**src/hw/pgm_pkg.sv**
```systemverilog
package pgm_pkg;

  // rail count: two buck, two linear
  localparam int NUM_BUCK = 2;
  localparam int NUM_LIN  = 2;
  localparam int NUM_RAIL = NUM_BUCK + NUM_LIN;

  // register offsets
  localparam logic [3:0] ADDR_CONFIG_ONE = 4'h0;
  localparam logic [3:0] ADDR_CONFIG_TWO = 4'h1;
  localparam logic [3:0] ADDR_FAULT      = 4'h2;
  localparam logic [3:0] ADDR_EVENTS     = 4'h3;
  localparam logic [3:0] ADDR_STATUS     = 4'h4;

  // config one: [3:0] rail select, [7:4] window select, [8] polarity, [9] open drain
  localparam int CFG1_SEL_LSB = 0;
  localparam int CFG1_WIN_LSB = 4;
  localparam int CFG1_POL_BIT = 8;
  localparam int CFG1_OD_BIT  = 9;
  localparam logic [9:0] CFG1_RESET = 10'h00f;

  // config two: [0] thermal warn select, [1] mode, [2] fault holds output
  localparam int CFG2_TWARN_BIT = 0;
  localparam int CFG2_MODE_BIT  = 1;
  localparam int CFG2_GATE_BIT  = 2;
  localparam logic [2:0] CFG2_RESET = 3'h0;

  // events: [0] input overvoltage, [1] thermal shutdown
  localparam int EVT_OVP_BIT = 0;
  localparam int EVT_TSD_BIT = 1;

  // status: [0] pin valid flag, [1] gate timer running
  localparam int STAT_VALID_BIT = 0;
  localparam int STAT_HOLD_BIT  = 1;

  // gated hold window
  localparam int CLK_MHZ        = 100;
  localparam int GATE_HOLD_US   = 800;
  localparam int GATE_HOLD_CYC  = GATE_HOLD_US * CLK_MHZ;

  typedef enum logic [1:0] {
    PGM_LOAD    = 2'b00,
    PGM_HOLD    = 2'b01,
    PGM_MONITOR = 2'b10
  } pgm_phase_t;

  // analog-side inputs, all synchronised before use
  typedef struct packed {
    logic [NUM_RAIL-1:0] rail_enabled;
    logic [NUM_RAIL-1:0] rail_under_ok;
    logic [NUM_RAIL-1:0] rail_over_ok;
    logic [NUM_RAIL-1:0] rail_ramping;
    logic                thermal_warning_state;
    logic                ovp_level;
    logic                tsd_level;
  } pgm_analog_t;

  // software bus request
  typedef struct packed {
    logic [3:0]  addr;
    logic [15:0] wdata;
    logic        wr;
    logic        rd;
  } pgm_bus_t;

endpackage : pgm_pkg

```
**src/hw/pgm_monitor.sv**
```systemverilog
// Chosen here: the placing of the registers and strobed register access.
`timescale 1ns/100ps
// Notes on behaviour
// - valid flag is one when pin shows good
// - polarity affects only the pin level
// - per-rail select bits include rails
// - disabled rails are ignored by the window check
// - optional thermal warning source
// - outside load and the gated hold, good only when every selected source valid
// - window bit adds overvoltage check
// - polarity and open-drain bits separate
// - mode bit, default from otp
// - gated mode starts asserted after load
// - gated hold 800 us after change
// - gated faults latch and suspend monitoring
// - continuous mode drops once rail enables
// - continuous mode tracks rails live
// - fault bits stay until written one
// - selected ramping rail forces output inactive in the monitor phase
// - without gating, continuous mode good returns when valid
// - gating keeps output low on pending faults
// - overvoltage event sticks while level high
// - shutdown event sticks while level high
module pgm_monitor #(
  parameter int HOLD_CYCLES = pgm_pkg::GATE_HOLD_CYC
)(
  // clock and reset
  input  wire logic                      clk_sys,
  input  wire logic                      reset_n,
  // otp load done and mode strap
  input  wire logic                      otp_load_done,
  input  wire logic                      otp_mode_default,
  // analog monitors, asynchronous
  input  wire pgm_pkg::pgm_analog_t      analog_in,
  // event sources from protection logic, same clock, one-cycle pulses
  input  wire logic                      ovp_detect_pulse,
  input  wire logic                      tsd_detect_pulse,
  // register port
  input  wire pgm_pkg::pgm_bus_t         bus,
  output logic [15:0]                    rd_data,
  // pin
  output logic                           power_good_output,
  output logic                           power_good_oe,
  output logic                           pg_pin_valid_flag,
  output logic                           pg_change_event
);

  localparam int CW = $clog2(HOLD_CYCLES + 1);
  localparam int NR = pgm_pkg::NUM_RAIL;

  typedef struct packed {
    pgm_pkg::pgm_analog_t   s1;
    pgm_pkg::pgm_analog_t   s2;
    logic                   done_q;
    pgm_pkg::pgm_phase_t    phase;
    logic [CW-1:0]          hold_cnt;
    logic [NR-1:0]          en_q;
    logic [NR-1:0]          ramp_q;
    logic [9:0]             cfg1;
    logic [2:0]             cfg2;
    logic [NR-1:0]          rail_fault_latch_reg;
    logic [1:0]             events;
    logic                   pg_int;
    logic [15:0]            rdata;
    logic                   pin;
    logic                   oe;
    logic                   chg;
  } pgm_state_t;

  pgm_state_t st_r;
  pgm_state_t st_nxt;

  logic [NR-1:0] sel;
  logic [NR-1:0] win;
  logic [NR-1:0] rail_bad;
  logic          src_bad;
  logic          good;
  logic          restart;
  logic          wr_fault;
  logic          wr_evt;

  always_comb
  begin
    st_nxt   = st_r;
    sel      = st_r.cfg1[pgm_pkg::CFG1_SEL_LSB +: NR];
    win      = st_r.cfg1[pgm_pkg::CFG1_WIN_LSB +: NR];
    wr_fault = bus.wr && (bus.addr == pgm_pkg::ADDR_FAULT);
    wr_evt   = bus.wr && (bus.addr == pgm_pkg::ADDR_EVENTS);

    // two-stage synchroniser; only stage two is read
    st_nxt.s1 = analog_in;
    st_nxt.s2 = st_r.s1;
    st_nxt.en_q   = st_r.s2.rail_enabled;
    st_nxt.ramp_q = st_r.s2.rail_ramping;
    st_nxt.done_q = otp_load_done;

    // rail is bad if selected, enabled, and out of its window
    rail_bad = sel & st_r.s2.rail_enabled
             & (~st_r.s2.rail_under_ok | (win & ~st_r.s2.rail_over_ok));
    src_bad  = (|rail_bad)
             | (st_r.cfg2[pgm_pkg::CFG2_TWARN_BIT] & st_r.s2.thermal_warning_state)
             | (|st_r.events);

    // rail enable or target change restarts gated window
    restart = |((st_r.s2.rail_enabled & ~st_r.en_q)
              | (st_r.s2.rail_ramping & ~st_r.ramp_q));

    // fault bits: set wins over clear
    st_nxt.rail_fault_latch_reg = (st_r.rail_fault_latch_reg
                                   & ~(wr_fault ? bus.wdata[NR-1:0] : '0))
                                  | rail_bad;
    // events stay while the level holds
    st_nxt.events[pgm_pkg::EVT_OVP_BIT] =
      ovp_detect_pulse | st_r.s2.ovp_level
      | (st_r.events[pgm_pkg::EVT_OVP_BIT]
         & ~(wr_evt & bus.wdata[pgm_pkg::EVT_OVP_BIT]));
    st_nxt.events[pgm_pkg::EVT_TSD_BIT] =
      tsd_detect_pulse | st_r.s2.tsd_level
      | (st_r.events[pgm_pkg::EVT_TSD_BIT]
         & ~(wr_evt & bus.wdata[pgm_pkg::EVT_TSD_BIT]));

    good = st_r.pg_int;
    case (st_r.phase)
      pgm_pkg::PGM_LOAD:
      begin
        good = 1'b1;
        if (st_r.done_q)
        begin
          // mode default latched after load, not under reset
          st_nxt.cfg2[pgm_pkg::CFG2_MODE_BIT] = otp_mode_default;
          st_nxt.phase = pgm_pkg::PGM_MONITOR;
          good = 1'b1;
        end
      end
      pgm_pkg::PGM_HOLD:
      begin
        // gated: output frozen while the window runs
        if (restart)
          st_nxt.hold_cnt = CW'(HOLD_CYCLES);
        else if (st_r.hold_cnt > CW'(1))
          st_nxt.hold_cnt = st_r.hold_cnt - CW'(1);
        else
          st_nxt.phase = pgm_pkg::PGM_MONITOR;
      end
      default:
      begin
        if (!st_r.cfg2[pgm_pkg::CFG2_MODE_BIT])
        begin
          if (restart)
          begin
            st_nxt.phase    = pgm_pkg::PGM_HOLD;
            st_nxt.hold_cnt = CW'(HOLD_CYCLES);
          end
          else if (src_bad | (|st_r.rail_fault_latch_reg))
            good = 1'b0;
          else
            good = 1'b1;
        end
        else
        begin
          // continuous: live, ramping forces low
          good = ~src_bad & ~(|(sel & st_r.s2.rail_ramping))
               & ~(st_r.s2.rail_enabled != '0 && !st_r.pg_int && src_bad);
          if (st_r.cfg2[pgm_pkg::CFG2_GATE_BIT] && (|st_r.rail_fault_latch_reg))
            good = 1'b0;
        end
      end
    endcase
    // ramping forces low in the monitor phase, gated mode too
    if (st_r.phase == pgm_pkg::PGM_MONITOR && (|(sel & st_r.s2.rail_ramping)))
      good = 1'b0;
    // continuous mode: rail turning on drops output at once
    if (st_r.cfg2[pgm_pkg::CFG2_MODE_BIT] && restart)
      good = 1'b0;
    // fault gating in gated mode too
    if (st_r.phase == pgm_pkg::PGM_MONITOR && st_r.cfg2[pgm_pkg::CFG2_GATE_BIT]
        && (|st_r.rail_fault_latch_reg))
      good = 1'b0;
    else if (st_r.phase == pgm_pkg::PGM_MONITOR && st_r.cfg2[pgm_pkg::CFG2_MODE_BIT]
             && !src_bad && !(|(sel & st_r.s2.rail_ramping)) && !restart)
      good = 1'b1;

    st_nxt.pg_int = good;
    st_nxt.chg    = st_r.pg_int & ~good;
    st_nxt.pin    = good ^ st_r.cfg1[pgm_pkg::CFG1_POL_BIT];
    // open drain: drive only the low level
    st_nxt.oe     = st_r.cfg1[pgm_pkg::CFG1_OD_BIT] ? ~st_nxt.pin : 1'b1;

    // register writes
    if (bus.wr && bus.addr == pgm_pkg::ADDR_CONFIG_ONE)
      st_nxt.cfg1 = bus.wdata[9:0];
    else if (bus.wr && bus.addr == pgm_pkg::ADDR_CONFIG_TWO)
      st_nxt.cfg2 = bus.wdata[2:0];

    // register reads, one cycle later
    st_nxt.rdata = 16'h0000;
    if (bus.rd)
    begin
      if (bus.addr == pgm_pkg::ADDR_CONFIG_ONE)
        st_nxt.rdata = {6'h00, st_r.cfg1};
      else if (bus.addr == pgm_pkg::ADDR_CONFIG_TWO)
        st_nxt.rdata = {13'h0000, st_r.cfg2};
      else if (bus.addr == pgm_pkg::ADDR_FAULT)
        st_nxt.rdata = {{(16-NR){1'b0}}, st_r.rail_fault_latch_reg};
      else if (bus.addr == pgm_pkg::ADDR_EVENTS)
        st_nxt.rdata = {14'h0000, st_r.events};
      else if (bus.addr == pgm_pkg::ADDR_STATUS)
        st_nxt.rdata = {14'h0000, st_r.phase == pgm_pkg::PGM_HOLD, st_r.pg_int};
    end
  end

  always_ff @(posedge clk_sys)
  begin
    if (!reset_n)
    begin
      st_r        <= '0;
      st_r.phase  <= pgm_pkg::PGM_LOAD;
      st_r.cfg1   <= pgm_pkg::CFG1_RESET;
      st_r.cfg2   <= pgm_pkg::CFG2_RESET;
      st_r.pg_int <= 1'b1;
      st_r.pin    <= 1'b1;
      st_r.oe     <= 1'b1;
    end
    else
      st_r <= st_nxt;
  end

  assign rd_data           = st_r.rdata;
  assign power_good_output = st_r.pin;
  assign power_good_oe     = st_r.oe;
  assign pg_pin_valid_flag = st_r.pg_int;
  assign pg_change_event   = st_r.chg;

endmodule : pgm_monitor

```
**config.mk**
```make
export PLATFORM = sky130hd
export DESIGN_NAME = pgm_monitor
export DESIGN_NICKNAME = d
export VERILOG_FILES = /design/src/hw/pgm_pkg.sv /design/src/hw/pgm_monitor.sv
export SDC_FILE = /design/constraint.sdc
export NUM_CORES = 1
export LEC_CHECK = 0
export ABC_AREA = 1
export BUFFER_PORTS_ARGS = -buffer_cell sky130_fd_sc_hd__buf_2
export CORE_UTILIZATION = 56
export CTS_CLUSTER_SIZE = 25
export DETAILED_ROUTE_END_ITERATION = 8
export PLACE_DENSITY = 0.79
export SETUP_SLACK_MARGIN = 0.15
export SYNTH_ARGS = -nofsm -noshare
export SYNTH_HDL_FRONTEND = slang
export SYNTH_SLANG_ARGS = --single-unit
export TNS_END_PERCENT = 10
```
**constraint.sdc**
```tcl
create_clock -name clk_sys -period 1.9 [get_ports clk_sys]
set_input_delay 0.285 -clock clk_sys [delete_from_list [all_inputs] [get_ports clk_sys]]
set_output_delay 0.285 -clock clk_sys [all_outputs]
set_load 0.01 [all_outputs]
```
== Word level (Yosys, flattened, before mapping) ==
Index checks and enable logic that the tools add are counted.
Operators by class
  add/subtract/negate cells: 1
  order comparisons: 1
  equality and inequality tests: 11
  muxes and demuxes: 28
  bitwise operators: 42
  reductions and logical operators: 36
Operators by type and width (count)
  2-to-1 mux 19 bit: 2
  2-to-1 mux 17 bit: 2
  case mux 17 bit (2 select lines): 1
  AND 4 bit: 7
  NOT 4 bit: 5
  > comparator 17 x 1 -> 1 bit, second input constant: 1
  subtractor 17 x 1 -> 17 bit, second input constant: 1
  OR reduction 4 bit: 4
  logical AND 1 bit: 15
  2-to-1 mux 2 bit: 7
  2-to-1 mux 4 bit: 3
  OR 4 bit: 3
  NOT 1 bit: 11
  2-to-1 mux 1 bit: 10
  2-to-1 mux 10 bit: 1
  AND 1 bit: 8
  == test 4 x 2 -> 1 bit, second input constant: 2
  OR 1 bit: 7
  inequality test 2 bit, second input constant: 3
  AND reduction 2 bit: 3
  OR reduction 6 bit: 1
  AND reduction 5 bit: 1
  == test 4 x 1 -> 1 bit, second input constant: 1
  == test 4 x 3 -> 1 bit, second input constant: 1
  15 further kinds: 19
Word-level totals
  register bits: 105
  bits of input ports: 47
  output and inout bits: 20
  word-level logic and storage cells: 149

== Longest topological paths before layout ==
Gate-level depths: netlist (run 1).
  depth after elaboration: 19
  gate-level depth with buffers: 13
  depth with buffers taken out: 13

== Worst setup path after synthesis (run 1) ==
No wires, ideal clock.
  path type: register -> register
  start point: register st_r[47] (netlist bit)
  end point: register st_r[53] (netlist bit)
  setup time: 0.116 ns
  arrival time: 1.287 ns
  required time: 1.784 ns
  path slack: 0.496 ns
  cell stages (with the launch flop): 8
  buffers on the path: 0
  clock period less this slack: 1.404 ns
  cell sequence: dfxtp_1 inv_2 ha_1 nand2_1 nor3_2 or2_2 nand4_1 a21oi_1
On the way
  longest elaborated chain between the ends: 4
  elaborated cells on any way between the ends: 7
  classes of those cells: 1 x add/sub; 1 x order compare; 3 x mux; 2 x reduce/logical
RTL lines
  from (decl): line pgm_monitor.sv:70  | pgm_state_t st_r;
  from (signal assigned): line pgm_monitor.sv:225  | st_r <= st_nxt;
  subtractor 17 x 1 -> 17 bit: line pgm_monitor.sv:141  | st_nxt.hold_cnt = st_r.hold_cnt - CW'(1);
  2-to-1 mux 17 bit: line pgm_monitor.sv:140  | else if (st_r.hold_cnt > CW'(1))
  2-to-1 mux 17 bit: line pgm_monitor.sv:138  | if (restart)
  case mux 17 bit (2 select lines): line pgm_monitor.sv:123  | case (st_r.phase)
Several ways; a longest one is shown, not always the timed one. The select of a mux whose other input is x is not followed.
A chain may end at the register's enable or synchronous reset.

== Worst setup path after layout (run 1) ==
  start point: register st_r[56] (netlist bit)
  end point: register st_r[59] (netlist bit)
Same word-level chain as after synthesis.

==> results.cfg, run 1 <==
[logic_synthesis]
yosys.area.top_type = dfxtp_1
synth_ff_type = dfxtp_1
syn_area_per_cell_um2 = 7.25
yosysMostFrequentCell = nand2_1
synth_enable_flop_cells = 0
synthArstFlopShare_pct = 0
synth_cell_types = 37
synthTopCellsByCount = 153 x nand2_1, 99 x dfxtp_1, 99 x inv_1
ys_warn_count = 0
synth_top_area_share_pct = 47.0
yosys_register_bits = 99
synthCells = 582
synth_area_leaders = dfxtp_1 47%, nand2_1 14%, inv_1 8.8%
seq_area_frac_synth_pct = 47.0
synth_area_mm2 = 0.00422

[critical_path]
crit_path_frequent_cell = nand2_4
cpPeakStageDelay_ns = 0.37
cp_data_arrival_time_ns = 1.95
crit_required_ns = 2.19
endpoint_kind = flip-flop
reg2reg_slack_ns = 0.23
critPathTopFamily = simple AND/OR/NAND/NOR gates
r2r-end = st_r[59]
start_kind = flip-flop
worst-path-buf-inv = 0
r2r-start = st_r[56]
slowest_stage = dfxtp_1
cp_cell_sequence = nor2_2 -> nand2_1 -> nor2_1 -> nand3_2 -> nand2_2 -> nand2_4 -> nand2_4 -> nand3_1 -> a21oi_1
reg2reg_depth = 9
path_class = reg2reg
worstPathMaxFanout = 15

[clock_network]
numCtsBuffers = 9
postCtsSetupRepairBufs = 0
clkTransAtPathRegs_ns = 0.10
clock-sinks = 99
cts_hold_buf = 0
clkLatencyLatePin_ns = 0.36
cts-root-buf = clkbuf_8
cts_tree = done
clockBufferDepth = 2
htree_levels = 3

[final_layout]
final_layout_size_suffix_gt1_share_pct = 15.9
seq_area_mm2 = 0.00198
final_core_util_pct = 64.3
finish.instance_area_mm2 = 0.00467
layout.nets = 673
fillers = 656
insertedDiodeCount = 0
multi_input_area_mm2 = 0.00165
area_growth_pct = 10.6
fin_cells = 728

[sta]
skew_ns = 0.00947
slew_headroom_pct = 49.9
fin_crit_ns = 1.67
setup_ws_ns = 0.234
slew_violations = 0
hold_viol = 0
fin_crit_sh_pct = 87.7
worst_slew_pin_slew_ns = 0.750
finalSetupViolCount = 0
fmax_mhz = 600
rsz0062_at_grt = yes
whs_ns = 0.0927
setup_tns_ns = 0

[placement]
io_buffers = 54
dp_hpwl_um = 5730
dp.cells = 712
place_ws_ns = 0.153
gp_congestion = 0.926
placed_area_mm2 = 0.00445

[global_routing]
grtUsageTotal_pct = 21.8
grt_max_degree = 51
grt_busiest_layer = met2
met2_usage_pct = 36.2
grt_pass1_vias = 3099
use_met1_pct = 27.3
grt_use_met3_pct = 5.60
antenna_found_initial = 0
grt-ovfl-total = 0
grt_pass1_wl_um = 13200

[die]
io_pins = 67
fp.dieArea_mm2 = 0.00789
rows = 31
die_y_um = 88.8
initial_core_util_pct = 58.2
coreArea_mm2 = 0.00725
die_x_um = 88.8

[worst_hold_path]
min_to = st_nxt[85]
hold_start = analog_in[18]
hp-class = in2reg
hold_depth = 3

[pwr]
ir_drop_mv = 0.538
power_leakage_nw = 2.44
total_power_mw = 4.58
power_density_mw_per_mm2 = 982

[drt]
dr.pass1.iters = 6
avgRoutedWirePerCell_um = 11.2
ant_nets = 0
drc = 0
wl_um = 8180
drt_iter0_markers = 285
vias = 3548
vias_per_cell = 4.87

[run_status]
status = completed

[run]
maxCapViolCount = 0
==> report_power, final <==
part | switching [mW] | total [mW] | internal [mW]
clock | 0.800 | 1.32 | 0.524
sequential | 0.0882 | 2.28 | 2.19
combinational | 0.630 | 0.980 | 0.350
total | 1.52 | 4.58 | 3.06
==> layout make-up <==
class / instances / area share, %
Tap cell: 99 / 2.65
Multi-Input combinational cell: 351 / 35.4
Clock buffer: 9 / 2.65
Clock inverter: 7 / 1.69
Sequential cell: 99 / 42.5
Timing Repair Buffer: 56 / 6.38
Inverter: 107 / 8.72
==> logic make-up after synthesis <==
group | after synthesis | share of synthesized area, %
AO/OA/AOI/OAI | 69 | 8.78
XOR/XNOR | 5 | 1.04
adder cells (fa/ha/maj) | 2 | 0.593
buffers and inverters | 137 | 14.7
flip-flops | 99 | 47.0
other | 1 | 0.0889
AND/OR/NAND/NOR | 269 | 27.8
==> layer usage <==
metal	vias up	routed length, um	share of wire, %
li1	1844	-	-
met1	1569	3610	44
met2	125	3910	48
met3	10	551	6.7
met4	0	105	1.3
met5	-	0	0
==> how the worst max path moves through the flow <==
stage / start / depth (start not counted) / slack, ns / to
6_report: st_r[56] / 9 / 0.23 / st_r[59]
5_1_grt: st_r[56] / 9 / 0.12 / st_r[55]
4_1_cts: st_r[57] / 9 / 0.28 / st_r[59]
3_5_place_dp: st_r[57] / 8 / 0.15 / st_r[62]
3_3_place_gp: st_r[56] / 8 / 0.22 / st_r[62]
2_1_floorplan: st_r[47] / 7 / 0.50 / st_r[53]
==> cells in the final DEF, fill, tap and decap left out, types with 2 or more instances in the layout <==
| cell | instances |
|---|---|
| a21oi_1 | 35 |
| a31oi_1 | 3 |
| buf_2 | 54 |
| clkbuf_8 | 9 |
| clkinv_1 | 2 |
| clkinv_4 | 2 |
| clkinv_8 | 2 |
| conb_1 | 6 |
| dfxtp_1 | 99 |
| ha_1 | 2 |
| inv_1 | 99 |
| inv_2 | 5 |
| inv_6 | 3 |
| nand2_1 | 152 |
| nand2_2 | 3 |
| nand2_4 | 3 |
| nand3_1 | 44 |
| nand3_2 | 4 |
| nand4_1 | 6 |
| nor2_1 | 43 |
| nor2_2 | 6 |
| nor2_4 | 2 |
| nor3_1 | 2 |
| o211ai_1 | 3 |
| o21ai_0 | 16 |
| o21ai_1 | 6 |
| o22ai_1 | 2 |
| or2_2 | 2 |
| xnor2_1 | 2 |
| xor2_1 | 3 |
==> flip-flops by register name, summed over array words and instances, names as in the netlist <==
signal             count
power_good_output      1
power_good_oe          1
pg_pin_valid_flag      1
rd_data               10
pg_change_event        1
sel                    4
st_r                  54
st_nxt                27
==> timing repair <==
action / in CTS / in global routing
cloned: 0 / 0
resized for setup: 1 / 3
endpoints found under the setup margin: 2 / 10
==> tightest hold or removal path, delay by kind of cell <==
family,cells,cell delay (ns)
buf+inv,2,0.11
simple gates,1,0.04
(Power assumes the default switching activity.)
==> run 2, diff against run 1 <==
--- a/config.mk
+++ b/config.mk
@@ -5,9 +5,10 @@
 export SDC_FILE = /design/constraint.sdc
 export NUM_CORES = 1
 export LEC_CHECK = 0
-export ABC_AREA = 1
+export ABC_CLOCK_PERIOD_IN_PS = 1900
 export BUFFER_PORTS_ARGS = -buffer_cell sky130_fd_sc_hd__buf_2
-export CORE_UTILIZATION = 56
+export CORE_ASPECT_RATIO = 0.6
+export CORE_UTILIZATION = 55
 export CTS_CLUSTER_SIZE = 25
 export DETAILED_ROUTE_END_ITERATION = 8
 export PLACE_DENSITY = 0.79
==> run 2 against run 1 <==
Net effect:
- the flow now finishes with violations (setup timing)
- combinational power grew 41%
- clock-buffer cell count up 2
- routed wire length rose by 7.6%
- sequential share of layout area fell by 1.7 points
- register-to-register slack got worse by 0.26 ns
- clock power up 39%
- core utilization increased by 8.6 points
- synthesized area is 9.5% lower
- cell count fell by 19%
- largest cell class unchanged
- synthesized cell count is 29% lower
- first-iteration DRC count grew 21%
- via count fell by 9.2%
==> results.cfg, run 2 <==
[run_status]
status = finished, violations left
violations = setup timing

[logic_synthesis]
synth-simple-area-share_pct = 25.9
synth_adder_area_share_pct = 0.655
yosys.area.top_type = dfxtp_1
yosysMostFrequentCell = dfxtp_1
synth-compound-area-share_pct = 12.5
syn_area_per_cell_um2 = 9.27
synthArstFlopShare_pct = 0
synthCells = 412
seq_area_frac_synth_pct = 51.9
synthTopCellsByCount = 99 x dfxtp_1, 46 x and2_1, 42 x nand2_1
synth_area_leaders = dfxtp_1 52%, and2_1 7.5%, nand2_1 4.1%
synth_top_area_share_pct = 51.9
synth_ff_type = dfxtp_1
synth_enable_flop_cells = 0
synth_top_family_by_area = simple AND/OR/NAND/NOR gates
synth_area_mm2 = 0.00382
synth_mux_area_share_pct = 2.39
synthXorXnorAreaFrac_pct = 0.229
synth_cell_types = 54
yosys_register_bits = 99
ys_warn_count = 0

[sta]
slew_headroom_pct = 59.0
slew_violations = 0
worst_slew_pin_slew_ns = 0.612
fin_crit_sh_pct = 102
rsz0062_at_grt = yes
hold_viol = 0
fmax_mhz = 518
finalSetupViolCount = 2
skew_ns = 0.00721
setup_ws_ns = -0.0293
fin_crit_ns = 1.93

[global_routing]
grt-ovfl-total = 0
grtUsageTotal_pct = 25.8
grt_pass1_vias = 2905
antenna_found_initial = 0
grt_pass1_wl_um = 13800
grt_max_degree = 47

[die]
coreArea_mm2 = 0.00671
fp.dieArea_mm2 = 0.00729
die_y_um = 66.6
die_x_um = 110
io_pins = 67
initial_core_util_pct = 57.0
rows = 23

[pwr]
power_density_mw_per_mm2 = 1130
ir_drop_mv = 1.08
total_power_mw = 5.54
power_leakage_nw = 2.08

[worst_hold_path]
hold_depth = 2
hp-class = in2reg

[clock_network]
htree_levels = 3
clkTransAtPathRegs_ns = 0.06
clkLatencyLatePin_ns = 0.35
cts_hold_buf = 0
clock-sinks = 99
cts-root-buf = clkbuf_16
cts_tree = done
clockBufferDepth = 2
numCtsBuffers = 9

[critical_path]
path_class = reg2reg
reg2reg_depth = 7
path_depth = 7
cpPeakStageDelay_ns = 0.43
worstPathMaxFanout = 5
endpoint_kind = flip-flop
crit_required_ns = 2.15
start_kind = flip-flop
critPathTopFamily = compound AO/OA/AOI/OAI gates
slowest_stage = or4_4
cp_data_arrival_time_ns = 2.18
worst-path-buf-inv = 1
cp_cell_sequence = inv_2 -> ha_4 -> o211a_1 -> a31o_4 -> or4_4 -> and3_4 -> o21a_1

[final_layout]
layout.nets = 545
area_growth_pct = 27.9
largest_register_ffs = 54
fin_cells = 588
insertedDiodeCount = 0
finish.instance_area_mm2 = 0.00489
final_common_cell = dfxtp_1
final_cell_mix = 90 x dfxtp_1, 54 x buf_2, 46 x and2_1
final_core_util_pct = 72.9
top_register = st_r
final_layout_size_suffix_gt1_share_pct = 31.3

[drt]
dr.pass1.iters = 5
avgRoutedWirePerCell_um = 15.0
drc = 0
drt_iter0_markers = 344
ant_nets = 0
vias = 3220
vias_per_cell = 5.48
wl_um = 8800

[placement]
placed_area_mm2 = 0.00431
io_buffers = 54
gp_congestion = 0.870
dp_hpwl_um = 6010
dp.cells = 562

[run]
maxCapViolCount = 0
## run 2: worst paths after layout
kind / start / end / slack [ns]
worst max-delay path: st_r[48] / st_r[57] / -0.03
worst min register to register: st_nxt[81] / st_r[81] / 0.43
worst max register to register: st_r[48] / st_r[57] / -0.03
worst min-delay path: analog_in[9] / st_nxt[76] / 0.14
## run 2: per-layer routing
metal	global-route usage (%)	up-vias	share of wire, %
met2	38.4	147	44
met3	8.90	13	10
met4	9.67	0	1.6
met1	34.3	1488	44
met5	0	-	0
li1	-	1572	-
## run 2: what timing repair did
item | CTS | global route
setup endpoints to repair | 20 | 22
gates resized for setup | 19 | 27
pin swaps | 10 | 15
setup buffers | 8 | 1
gates cloned | 1 | 0
## run 2: worst register-to-register path, delay by kind of cell, from the launching register on
kind,cells,cell delay [ns]
AOI/OAI and AO/OA,3,0.68
adders and majority gates,1,0.14
buffers and inverters,1,0.06
DFF,1,0.34
and+or+nand+nor,2,0.59
## run 2: area by class of cell
cell class | count | area, um2
multi-input combinational | 272 | 1810
inverter | 16 | 60.1
clock inverter | 5 | 60.1
timing repair buffer | 98 | 616
fill | 488 | 1820
tap | 87 | 109
sequential | 99 | 1990
clock buffer | 11 | 243
## run 2: through the flow
| stage | hold slack [ns] | setup TNS, ns | setup slack (ns) |
|---|---|---|---|
| finish | 0.139 | -0.0519 | -0.0293 |
| global route | 0.130 | -0.683 | -0.125 |
| CTS | 0.126 | 0 | 0.00107 |
| detailed placement | 0.420 | -0.386 | -0.111 |
| global placement | 0.418 | -0.374 | -0.136 |
| floorplan | 0.364 | 0 | 0.0629 |
## run 2: kinds of logic (layout without fill, tap and decap cells)
group / after synthesis / after routing
adders and majority gates: 2 / 2
DFF: 99 / 99
xor gates and xnor gates: 1 / 1
AOI/OAI and AO/OA: 72 / 72
and+or+nand+nor: 181 / 182
buffers and inverters: 47 / 130
other: 1 / 6
muxes: 9 / 9
## run 2: report_power, final
group	internal [mW]	switching, mW	leakage (nW)
Sequential	2.22	0.108	0.815
Combinational	0.690	0.692	1.12
Clock	1.06	0.773	0.147
Total	3.97	1.57	2.08
